### src/rtl/board_ctl_regs.svh
// register offsets, field positions and reset values of the board control lines
`ifndef BOARD_CTL_REGS_SVH
`define BOARD_CTL_REGS_SVH

// ----------------------------------------
// register offsets (byte addresses)
// ----------------------------------------
`define CTL_SET_OFS 8'h00
`define CTL_CLR_OFS 8'h04
`define CTL_STATE_OFS 8'h08
`define DIV_OFS 8'h0C
`define SENSE_OFS 8'h10
`define IRQ_STAT_OFS 8'h14
`define IRQ_MASK_OFS 8'h18

// ----------------------------------------
// control field positions
// ----------------------------------------
`define CTL_RESET_BIT 0
`define CTL_MUTE_BIT 1
`define CTL_SEL_BIT 2
`define CTL_POK_BIT 3

// ----------------------------------------
// sense and event field positions
// ----------------------------------------
`define SENSE_IRQ_BIT 0
`define SENSE_ALARM_BIT 1
`define EV_IRQ_FALL_BIT 0
`define EV_ALARM_FALL_BIT 1

// ----------------------------------------
// reset values
// ----------------------------------------
`define CTL_RESET_VAL 4'h0
`define DIV_RESET_VAL 3'h0
`define MASK_RESET_VAL 2'h0

`endif

### src/rtl/board_ctl_pkg.sv
// types shared by the board control lines
package board_ctl_pkg;

   typedef struct packed {
      logic [7:0] addr;
      logic [31:0] wdata;
      logic wr;
      logic rd;
   } bus_req_t;

   typedef struct packed {
      logic pok;
      logic sel;
      logic mute;
      logic conv_rst_n;
   } ctl_t;

   typedef struct packed {
      ctl_t ctl;
      logic [2:0] div;
      logic [1:0] irq_s1;
      logic [1:0] irq_s2;
      logic [1:0] sense_prev;
      logic [1:0] stat;
      logic [1:0] mask;
      logic irq;
      logic [31:0] rdata;
   } state_t;

endpackage

### src/rtl/board_ctl.sv
// board control lines: converter reset, mute, select, power-good, divider
//
// Implementation choices: the placing of the registers and strobed register access.
`timescale 1ns/10ps
`include "board_ctl_regs.svh"

module board_ctl
   import board_ctl_pkg::*;
(
   // clock and reset
   input wire logic SYS_CLK,
   input wire logic RST_B,
   // register port
   input wire logic [7:0] ADDR,
   input wire logic [31:0] WDATA,
   input wire logic WR,
   input wire logic RD,
   output logic [31:0] RDATA,
   // board pins in
   input wire logic CONV_IRQ_B,
   input wire logic TEMP_ALARM_PIN,
   // board pins out
   output logic CONV_RST_B,
   output logic CONV_MUTE,
   output logic SPI_SEL,
   output logic PWR_OK,
   output logic [2:0] EXT_DIV,
   // interrupt
   output logic IRQ
);

   // ----------------------------------------
   // state
   // ----------------------------------------
   state_t st_reg;
   state_t st_next;
   bus_req_t req;
   logic [1:0] sense;
   logic [1:0] fall;

   assign req = '{addr: ADDR, wdata: WDATA, wr: WR, rd: RD};

   function automatic logic hit(input bus_req_t r, input logic [7:0] ofs);
      hit = (r.addr == ofs);
   endfunction

   // ----------------------------------------
   // next state
   // ----------------------------------------
   always_comb begin
      st_next = st_reg;
      // pins pass two flops before use
      st_next.irq_s1 = {TEMP_ALARM_PIN, CONV_IRQ_B};
      st_next.irq_s2 = st_reg.irq_s1;
      sense = st_reg.irq_s2;
      st_next.sense_prev = sense;
      // both pins are active low: a falling edge is a new event
      fall = st_reg.sense_prev & ~sense;
      st_next.rdata = 32'h0000_0000;
      if (req.wr) begin
         if (hit(req, `CTL_SET_OFS)) begin
            if (req.wdata[`CTL_RESET_BIT]) begin
               st_next.ctl.conv_rst_n = 1'b0;
            end
            if (req.wdata[`CTL_MUTE_BIT]) begin
               st_next.ctl.mute = 1'b1;
            end
            if (req.wdata[`CTL_SEL_BIT]) begin
               st_next.ctl.sel = 1'b1;
            end
            if (req.wdata[`CTL_POK_BIT]) begin
               st_next.ctl.pok = 1'b1;
            end
         end
         if (hit(req, `CTL_CLR_OFS)) begin
            if (req.wdata[`CTL_RESET_BIT]) begin
               st_next.ctl.conv_rst_n = 1'b1;
            end
            if (req.wdata[`CTL_MUTE_BIT]) begin
               st_next.ctl.mute = 1'b0;
            end
            if (req.wdata[`CTL_SEL_BIT]) begin
               st_next.ctl.sel = 1'b0;
            end
            if (req.wdata[`CTL_POK_BIT]) begin
               st_next.ctl.pok = 1'b0;
            end
         end
         if (hit(req, `DIV_OFS)) begin
            st_next.div = req.wdata[2:0];
         end
         if (hit(req, `IRQ_MASK_OFS)) begin
            st_next.mask = req.wdata[1:0];
         end
         // write one to clear
         if (hit(req, `IRQ_STAT_OFS)) begin
            st_next.stat = st_reg.stat & ~req.wdata[1:0];
         end
      end
      // new events win over a same-cycle clear
      st_next.stat = st_next.stat | fall;
      if (req.rd) begin
         unique case (req.addr)
            `CTL_SET_OFS, `CTL_CLR_OFS, `CTL_STATE_OFS: begin
               st_next.rdata = {28'h000_0000, st_reg.ctl.pok, st_reg.ctl.sel,
                  st_reg.ctl.mute, ~st_reg.ctl.conv_rst_n};
            end
            `DIV_OFS: begin
               st_next.rdata = {29'h0000_0000, st_reg.div};
            end
            `SENSE_OFS: begin
               st_next.rdata = {30'h0000_0000, sense};
            end
            `IRQ_STAT_OFS: begin
               st_next.rdata = {30'h0000_0000, st_reg.stat};
            end
            `IRQ_MASK_OFS: begin
               st_next.rdata = {30'h0000_0000, st_reg.mask};
            end
            default: begin
               st_next.rdata = 32'h0000_0000;
            end
         endcase
      end
      st_next.irq = |(st_next.stat & st_next.mask);
   end

   // ----------------------------------------
   // registers
   // ----------------------------------------
   always_ff @(posedge SYS_CLK or negedge RST_B) begin
      if (!RST_B) begin
         st_reg <= '0;
         st_reg.ctl <= `CTL_RESET_VAL;
         st_reg.div <= `DIV_RESET_VAL;
         st_reg.mask <= `MASK_RESET_VAL;
         st_reg.irq_s1 <= 2'h3;
         st_reg.irq_s2 <= 2'h3;
         st_reg.sense_prev <= 2'h3;
      end else begin
         st_reg <= st_next;
      end
   end

   assign RDATA = st_reg.rdata;
   assign CONV_RST_B = st_reg.ctl.conv_rst_n;
   assign CONV_MUTE = st_reg.ctl.mute;
   assign SPI_SEL = st_reg.ctl.sel;
   assign PWR_OK = st_reg.ctl.pok;
   assign EXT_DIV = st_reg.div;
   assign IRQ = st_reg.irq;

   // ----------------------------------------
   // assertions
   // ----------------------------------------
   // set asserts reset
   AST_RST_SET: assert property (@(posedge SYS_CLK) disable iff (!RST_B)
      (WR && ADDR == `CTL_SET_OFS && WDATA[0]) |=> !CONV_RST_B)
      else $error("converter reset not driven low on set");

   AST_RST_CLR: assert property (@(posedge SYS_CLK) disable iff (!RST_B)
      (WR && ADDR == `CTL_CLR_OFS && WDATA[0]) |=> CONV_RST_B)
      else $error("converter reset not released on clear");

   AST_RST_KEEP: assert property (@(posedge SYS_CLK) disable iff (!RST_B)
      !(WR && (ADDR == `CTL_SET_OFS || ADDR == `CTL_CLR_OFS))
      |=> $stable(CONV_RST_B))
      else $error("converter reset moved without command");

   AST_MUTE_SET: assert property (@(posedge SYS_CLK) disable iff (!RST_B)
      (WR && ADDR == `CTL_SET_OFS && WDATA[1]) |=> CONV_MUTE)
      else $error("mute not set");

   AST_MUTE_CLR: assert property (@(posedge SYS_CLK) disable iff (!RST_B)
      (WR && ADDR == `CTL_CLR_OFS && WDATA[1]) |=> !CONV_MUTE)
      else $error("mute not cleared");

   AST_MUTE_KEEP: assert property (@(posedge SYS_CLK) disable iff (!RST_B)
      !(WR && (ADDR == `CTL_SET_OFS || ADDR == `CTL_CLR_OFS))
      |=> $stable(CONV_MUTE))
      else $error("mute moved without command");

   AST_IRQ_READ: assert property (@(posedge SYS_CLK) disable iff (!RST_B)
      (RD && ADDR == `SENSE_OFS) |=> RDATA[0] == $past(st_reg.irq_s2[0]))
      else $error("interrupt level read wrong");

   AST_IRQ_EVENT: assert property (@(posedge SYS_CLK) disable iff (!RST_B)
      $fell(st_reg.irq_s2[0]) |=> st_reg.stat[0])
      else $error("interrupt edge not recorded");

   AST_SENSE_HIGH: assert property (@(posedge SYS_CLK) disable iff (!RST_B)
      (RD && ADDR == `SENSE_OFS) |=> RDATA[31:2] == 30'h0000_0000)
      else $error("sense read upper bits set");

   AST_ALARM_READ: assert property (@(posedge SYS_CLK) disable iff (!RST_B)
      (RD && ADDR == `SENSE_OFS) |=> RDATA[1] == $past(st_reg.irq_s2[1]))
      else $error("alarm level read wrong");

   AST_ALARM_EVENT: assert property (@(posedge SYS_CLK) disable iff (!RST_B)
      $fell(st_reg.irq_s2[1]) |=> st_reg.stat[1])
      else $error("alarm edge not recorded");

   AST_SEL_ONLY: assert property (@(posedge SYS_CLK) disable iff (!RST_B)
      (WR && ADDR == `CTL_SET_OFS && WDATA[3:0] == 4'h4)
      |=> SPI_SEL && $stable(CONV_MUTE) && $stable(PWR_OK) && $stable(CONV_RST_B))
      else $error("select set disturbed other lines");

   AST_MUTE_ONLY: assert property (@(posedge SYS_CLK) disable iff (!RST_B)
      (WR && ADDR == `CTL_SET_OFS && WDATA[3:0] == 4'h2)
      |=> CONV_MUTE && $stable(SPI_SEL) && $stable(PWR_OK) && $stable(CONV_RST_B))
      else $error("mute set disturbed other lines");

   AST_CLR_ONLY: assert property (@(posedge SYS_CLK) disable iff (!RST_B)
      (WR && ADDR == `CTL_CLR_OFS && WDATA[3:0] == 4'h8)
      |=> !PWR_OK && $stable(SPI_SEL) && $stable(CONV_MUTE) && $stable(CONV_RST_B))
      else $error("power-good clear disturbed other lines");

   AST_SEL_SET: assert property (@(posedge SYS_CLK) disable iff (!RST_B)
      (WR && ADDR == `CTL_SET_OFS && WDATA[2]) |=> SPI_SEL)
      else $error("select not set");

   AST_SEL_CLR: assert property (@(posedge SYS_CLK) disable iff (!RST_B)
      (WR && ADDR == `CTL_CLR_OFS && WDATA[2]) |=> !SPI_SEL)
      else $error("select not cleared");

   AST_SEL_KEEP: assert property (@(posedge SYS_CLK) disable iff (!RST_B)
      !(WR && (ADDR == `CTL_SET_OFS || ADDR == `CTL_CLR_OFS))
      |=> $stable(SPI_SEL))
      else $error("select moved without command");

   AST_POK_SET: assert property (@(posedge SYS_CLK) disable iff (!RST_B)
      (WR && ADDR == `CTL_SET_OFS && WDATA[3]) |=> PWR_OK)
      else $error("power-good not set");

   AST_POK_CLR: assert property (@(posedge SYS_CLK) disable iff (!RST_B)
      (WR && ADDR == `CTL_CLR_OFS && WDATA[3]) |=> !PWR_OK)
      else $error("power-good not cleared");

   AST_POK_KEEP: assert property (@(posedge SYS_CLK) disable iff (!RST_B)
      !(WR && (ADDR == `CTL_SET_OFS || ADDR == `CTL_CLR_OFS))
      |=> $stable(PWR_OK))
      else $error("power-good moved without command");

   AST_READ_KEEP: assert property (@(posedge SYS_CLK) disable iff (!RST_B)
      (RD && !WR) |=> $stable({CONV_RST_B, CONV_MUTE, SPI_SEL, PWR_OK, EXT_DIV}))
      else $error("read changed a control");

   AST_STATE_READ: assert property (@(posedge SYS_CLK) disable iff (!RST_B)
      (RD && ADDR == `CTL_STATE_OFS) |=> RDATA == {28'h000_0000, $past(PWR_OK),
      $past(SPI_SEL), $past(CONV_MUTE), !$past(CONV_RST_B)})
      else $error("control state read wrong");

   AST_SET_READ: assert property (@(posedge SYS_CLK) disable iff (!RST_B)
      (RD && ADDR == `CTL_SET_OFS) |=> RDATA == {28'h000_0000, $past(PWR_OK),
      $past(SPI_SEL), $past(CONV_MUTE), !$past(CONV_RST_B)})
      else $error("set place read wrong");

   AST_CLR_READ: assert property (@(posedge SYS_CLK) disable iff (!RST_B)
      (RD && ADDR == `CTL_CLR_OFS) |=> RDATA == {28'h000_0000, $past(PWR_OK),
      $past(SPI_SEL), $past(CONV_MUTE), !$past(CONV_RST_B)})
      else $error("clear place read wrong");

   AST_RD_IDLE: assert property (@(posedge SYS_CLK) disable iff (!RST_B)
      !RD |=> RDATA == 32'h0000_0000)
      else $error("read data outside read cycle");

   AST_DIV_WR: assert property (@(posedge SYS_CLK) disable iff (!RST_B)
      (WR && ADDR == `DIV_OFS) |=> EXT_DIV == $past(WDATA[2:0]))
      else $error("divider not stored");

   AST_DIV_KEEP: assert property (@(posedge SYS_CLK) disable iff (!RST_B)
      !(WR && ADDR == `DIV_OFS) |=> $stable(EXT_DIV))
      else $error("divider moved without write");

   AST_DIV_READ: assert property (@(posedge SYS_CLK) disable iff (!RST_B)
      (RD && ADDR == `DIV_OFS) |=> RDATA == {29'h0000_0000, $past(EXT_DIV)})
      else $error("divider read wrong");

   AST_IRQ_OUT: assert property (@(posedge SYS_CLK) disable iff (!RST_B)
      IRQ == |(st_reg.stat & st_reg.mask))
      else $error("interrupt output mismatch");

   AST_RST_HOLD: assert property (@(posedge SYS_CLK)
      !RST_B |-> !CONV_RST_B && !CONV_MUTE && !SPI_SEL && EXT_DIV == 3'h0)
      else $error("control defaults wrong in reset");

   AST_IRQ_RESET: assert property (@(posedge SYS_CLK)
      !RST_B |-> !IRQ && RDATA == 32'h0000_0000)
      else $error("interrupt or read data active in reset");

   // mask only moves on write
   AST_MASK_KEEP: assert property (@(posedge SYS_CLK) disable iff (!RST_B)
      !(WR && ADDR == `IRQ_MASK_OFS) |=> $stable(st_reg.mask))
      else $error("mask moved without write");

endmodule

### config.mk
export PLATFORM = sky130hd
export DESIGN_NAME = board_ctl
export DESIGN_NICKNAME = d
export VERILOG_FILES = /design/src/rtl/board_ctl_pkg.sv /design/src/rtl/board_ctl.sv
export VERILOG_INCLUDE_DIRS = /design/src /design/src/rtl
export SDC_FILE = /design/constraint.sdc
export NUM_CORES = 1
export LEC_CHECK = 0
export ABC_AREA = 1
export BUFFER_PORTS_ARGS = -buffer_cell sky130_fd_sc_hd__buf_2
export CAP_MARGIN = 20
export CORE_ASPECT_RATIO = 1.75
export CORE_MARGIN = 2
export CORE_UTILIZATION = 30
export DETAILED_ROUTE_END_ITERATION = 7
export PLACE_DENSITY = 0.62
export SLEW_MARGIN = 20
export SYNTH_ARGS = -nofsm -noshare
export SYNTH_HDL_FRONTEND = slang
export SYNTH_SLANG_ARGS = --single-unit
### constraint.sdc
create_clock -name SYS_CLK -period 1.2 [get_ports SYS_CLK]
set_input_delay 0.3 -clock SYS_CLK [delete_from_list [all_inputs] [get_ports SYS_CLK]]
set_output_delay 0.3 -clock SYS_CLK [all_outputs]
set_load 0.05 [all_outputs]
* Yosys cells after proc, flatten, opt, wreduce, memory -nomap -nowiden
Index checks and enable logic that the tools add are counted.
Word-level totals: register bits after elaboration 50, output and inout bits 40, logic and storage cells 44, input port bits 46
Cells by class: reduce and logical (&&, ||, !) cells 4, bitwise logic cells 7, muxes and demuxes 15, equal/unequal tests 6
Operators by type and width (count):
- $eq 8x5->1 const B | 3
- $pmux 4 s5 | 1
- $eq 8x4->1 const B | 2
- $mux 4 | 4
- $eq 8x3->1 const B | 1
- $logic_not 8->1 | 1
- $mux 1 | 8
- $and 2x2->2 | 3
- $mux 2 | 2
- $not 2->2 | 2
- $reduce_or 3->1 | 1
- $or 2x2->2 | 1
- $reduce_and 2->1 | 1
- $reduce_or 2->1 | 1
- $not 1->1 | 1

* Longest topological paths before layout
word-level depth 7, gate-level depth with buffers 9, gate-level depth less buffers 9

* Worst setup path after synthesis
No wires, ideal clock.
path type input to register, start input ADDR[6], end register st_reg (netlist bit EXT_DIV[0]), library setup time 0.122 ns, buffers on the path 0, required time 1.078 ns, data arrival time 1.004 ns, stages on the path 8, path slack 0.075 ns, cells stage by stage inv_1 > nand2_2 > nor2_4 > inv_2 > nor3_2 > nand2_1 > nand2_1 > o21ai_1
On the way: word-level cells in the longest chain between the ends 2
RTL lines:
- start: declaration | RTL line board_ctl.sv:14 | input wire logic [7:0] ADDR,
- $eq 8x4->1 | RTL line board_ctl.sv:44 | hit = (r.addr == ofs);
- $reduce_and 2->1 (no line)
- end signal: assignment | RTL line board_ctl.sv:141 | st_reg <= st_next;
- end: declaration | RTL line board_ctl.sv:35 | state_t st_reg;
No other way between the ends. A chain may end at the register's enable or synchronous reset.

==> impl_metrics.tcl <==
set metrics [dict create \
    rsz0062_at_grt "yes" \
    initial_core_util_pct 30.88 \
    synth_top_family_by_area "simple AND/OR/NAND/NOR gates" \
    multi_input_area_um2 560.5 \
    synth_cell_types 20 \
    wire_per_inst_um 9.804 \
    synth_adder_area_share_pct 0 \
    cp_max_fo 5 \
    p_leak_uw 0.0008753 \
    drc 0 \
    worstSetupPathType "reg2out" \
    p_per_area_nw_per_um2 1019 \
    final.min_clock_period_ns 1.183 \
    portBuffers 29 \
    crit_path_end_kind "primary output" \
    hold_viol 16 \
    crit_family "flip-flops" \
    grt_pass1_wl_mm 3.981 \
    areaGrowthSynthToFinish_pct 17.18 \
    ios 86 \
    ys_seq_area_share_pct 41.41 \
    die_x_um 54.67 \
    cts.sinks 22 \
    synth_compound_area_share_pct 5.850 \
    hold_buffers 0 \
    cts_tree "done" \
    slowest_delay_ns 0.43 \
    netSwitchingPower_uw 541.1 \
    antenna_found_initial 0 \
    fin_worst_skew_ns 0.006056 \
    stdcell_area_um2 1579 \
    cts_made_buffers 3 \
    arrival_ns 0.88 \
    clockBufferDepth 2 \
    path_clk_slew_ns 0.08 \
    hold_class "in2async" \
    cp_num_buf_inv 1 \
    place_area_um2 1463 \
    p_clk_share_pct 28.8 \
    initialDrtViolationCount 6 \
    synth-xor-area-share_pct 0 \
    synthSimpleGateAreaFrac_pct 27.95 \
    postLayoutCoreUtil_pct 36.18 \
    place_worst_setup_slack_ns -0.1924 \
    setup_violations 0 \
    grt_overflow 0 \
    max-cap-violations 0 \
    chipHeight_um 92.66 \
    period_share_pct 98.60 \
    switching_share_pct 33.62 \
    htree_levels 1 \
    slew_viol_final 0 \
    hold_slack_ns -0.01355 \
    fp-row-count 32 \
    grt_pass1_vias 928 \
    timing.fmax_mhz 845.2 \
    fin_setup_tns_ns 0 \
    nNetsFinal 256 \
    syn_avg_cell_area_um2 7.880 \
    cp_slowest_cell "dfrtp_1" \
    p_int_uw 1068 \
    dp_hpwl_mm 2.073 \
    dr.pass1.iters 4 \
    ir_drop_mv 0.5702 \
    run_status "complete, but fails checks" \
    seqCellArea_um2 559.3 \
    routed-via-count 1055 \
    netlist_instances 171 \
    die-area_um2 5065 \
    cp.required_ns 0.90 \
    ys_seq_elements 22 \
    insertion_delay_ns 0.26 \
    track_usage_pct 10.88 \
    fill_cells 481 \
    gp_congestion 0.7389 \
    path_cells "buf_6" \
    cts-root-buf "clkbuf_8" \
    violations "hold timing" \
    via_per_inst 4.058 \
    syn-cell-area_um2 1348 \
    yosys_warnings 0 \
    pwr-share-seq_pct 48.7 \
    drive_gt1_share_pct 32.06 \
    drt_wl_total_mm 2.549 \
    core_area_um2 4364 \
    grt_max_degree 23 \
    pwr-share-comb_pct 22.5 \
    critPathLaunchType "flop" \
    ant_nets 0 \
    diodes 0 \
    muxShareOfSynthArea_pct 0 \
    setup_ws_ns 0.01679 \
]
## cell usage in the layout (no fill, tap or decap)
cell type / instances
nand2_1: 49
conb_1: 28
buf_2: 22
inv_1: 16
dfrtp_1: 15
buf_4: 14
nand3_1: 13
o21ai_0: 7
nor2_1: 6
buf_6: 6
dfstp_2: 6
o21ai_1: 4
nor2_2: 3
a21oi_1: 3
clkbuf_8: 3
inv_2: 2
nand2_2: 2
nor2_4: 2
and2_4: 2
nand2_4: 1
nor3_2: 1
nor4_2: 1
o21ai_2: 1
dfrtp_2: 1
clkbuf_1: 1
## metal layers
metal	wire length [µm]	vias to the layer above	global-route usage [%]
met5	0	-	0
met4	68	0	6.875
met1	902	459	11.78
met3	186	5	1.129
met2	1392	48	18.75
li1	-	543	-
## cell type report
class	count	area share, %
Clock buffer	4	2.853
Inverter	18	4.279
Multi-Input combinational cell	123	35.50
Sequential cell	22	35.42
Tap cell	51	4.041
Timing Repair Buffer	42	17.91
## worst register-to-register path, stage by stage, from the launching register on
cell,delay (ns)
dfrtp_1,0.41
buf_4,0.15
o21ai_0,0.15
nand2_1,0.07
nand2_1,0.06
nand2_1,0.04
## worst paths after layout
kind                                                to  slack (ns)  depth (start not counted)
worst max-delay path                           SPI_SEL        0.02                          1
worst min-delay path            EXT_DIV[0]$_DFFE_PN0P_       -0.01                          1
max in group asynchronous           sense[1]$_DFF_PN1_        0.86                          1
worst min register to register      sense[0]$_DFF_PN1_        0.36                          0
worst max register to register                    flop        0.23                          5
min in group SYS_CLK             st_next[40]$_DFF_PN1_        0.14                          1
## Yosys cell counts
library cell  instances  area, µm²
nand2_1              49      183.9
buf_4                35      262.8
dfrtp_1              16      400.4
inv_1                16      60.06
nand3_1              13      65.06
o21ai_0               8      40.04
dfstp_2               6      157.7
nor2_1                6      22.52
a21oi_1               3      15.01
nor2_2                3      18.77
o21ai_1               3      15.01
and2_4                2      17.52
inv_2                 2      7.510
nand2_2               2      12.51
nor2_4                2      22.52
conb_1                1      3.750
nand2_4               1      11.26
nor3_2                1      10.01
nor4_2                1      12.51
o21ai_2               1      8.760
## power by group through the flow
stage | registers, µW | clock network (µW) | logic [µW]
after global routing | 787 | 508 | 390
after global placement | 796 | 0 | 356
after floorplan | 804 | 0 | 344
after CTS | 784 | 478 | 361
final | 784 | 463 | 362
after detailed placement | 798 | 0 | 358
## through the flow
step / hold slack (ns) / cells / power [µW]
2_1_floorplan: 0.004409 / 198 / 1149
3_3_place_gp: 0.2840 / 252 / 1152
3_5_place_dp: 0.2863 / 252 / 1155
4_1_cts: 0.003042 / 256 / 1623
5_1_grt: 0.02345 / 260 / 1685
6_report: -0.01355 / 260 / 1610
## logic make-up (layout without fill, tap and decap cells)
kind of cell	Yosys count	in the layout
flip-flops	22	22
AO/OA/AOI/OAI	15	15
other	1	28
AND/OR/NAND/NOR	80	80
buffers and inverters	53	64
## repair_timing
| item | CTS | global route |
|---|---|---|
| pin swaps | 0 | 0 |
| hold endpoints to repair | 0 | 0 |
| resized for setup | 11 | 4 |
| setup buffers | 0 | 4 |
| endpoints found under the setup margin | 7 | 7 |
Note: power is estimated with default switching activity, not from simulation.
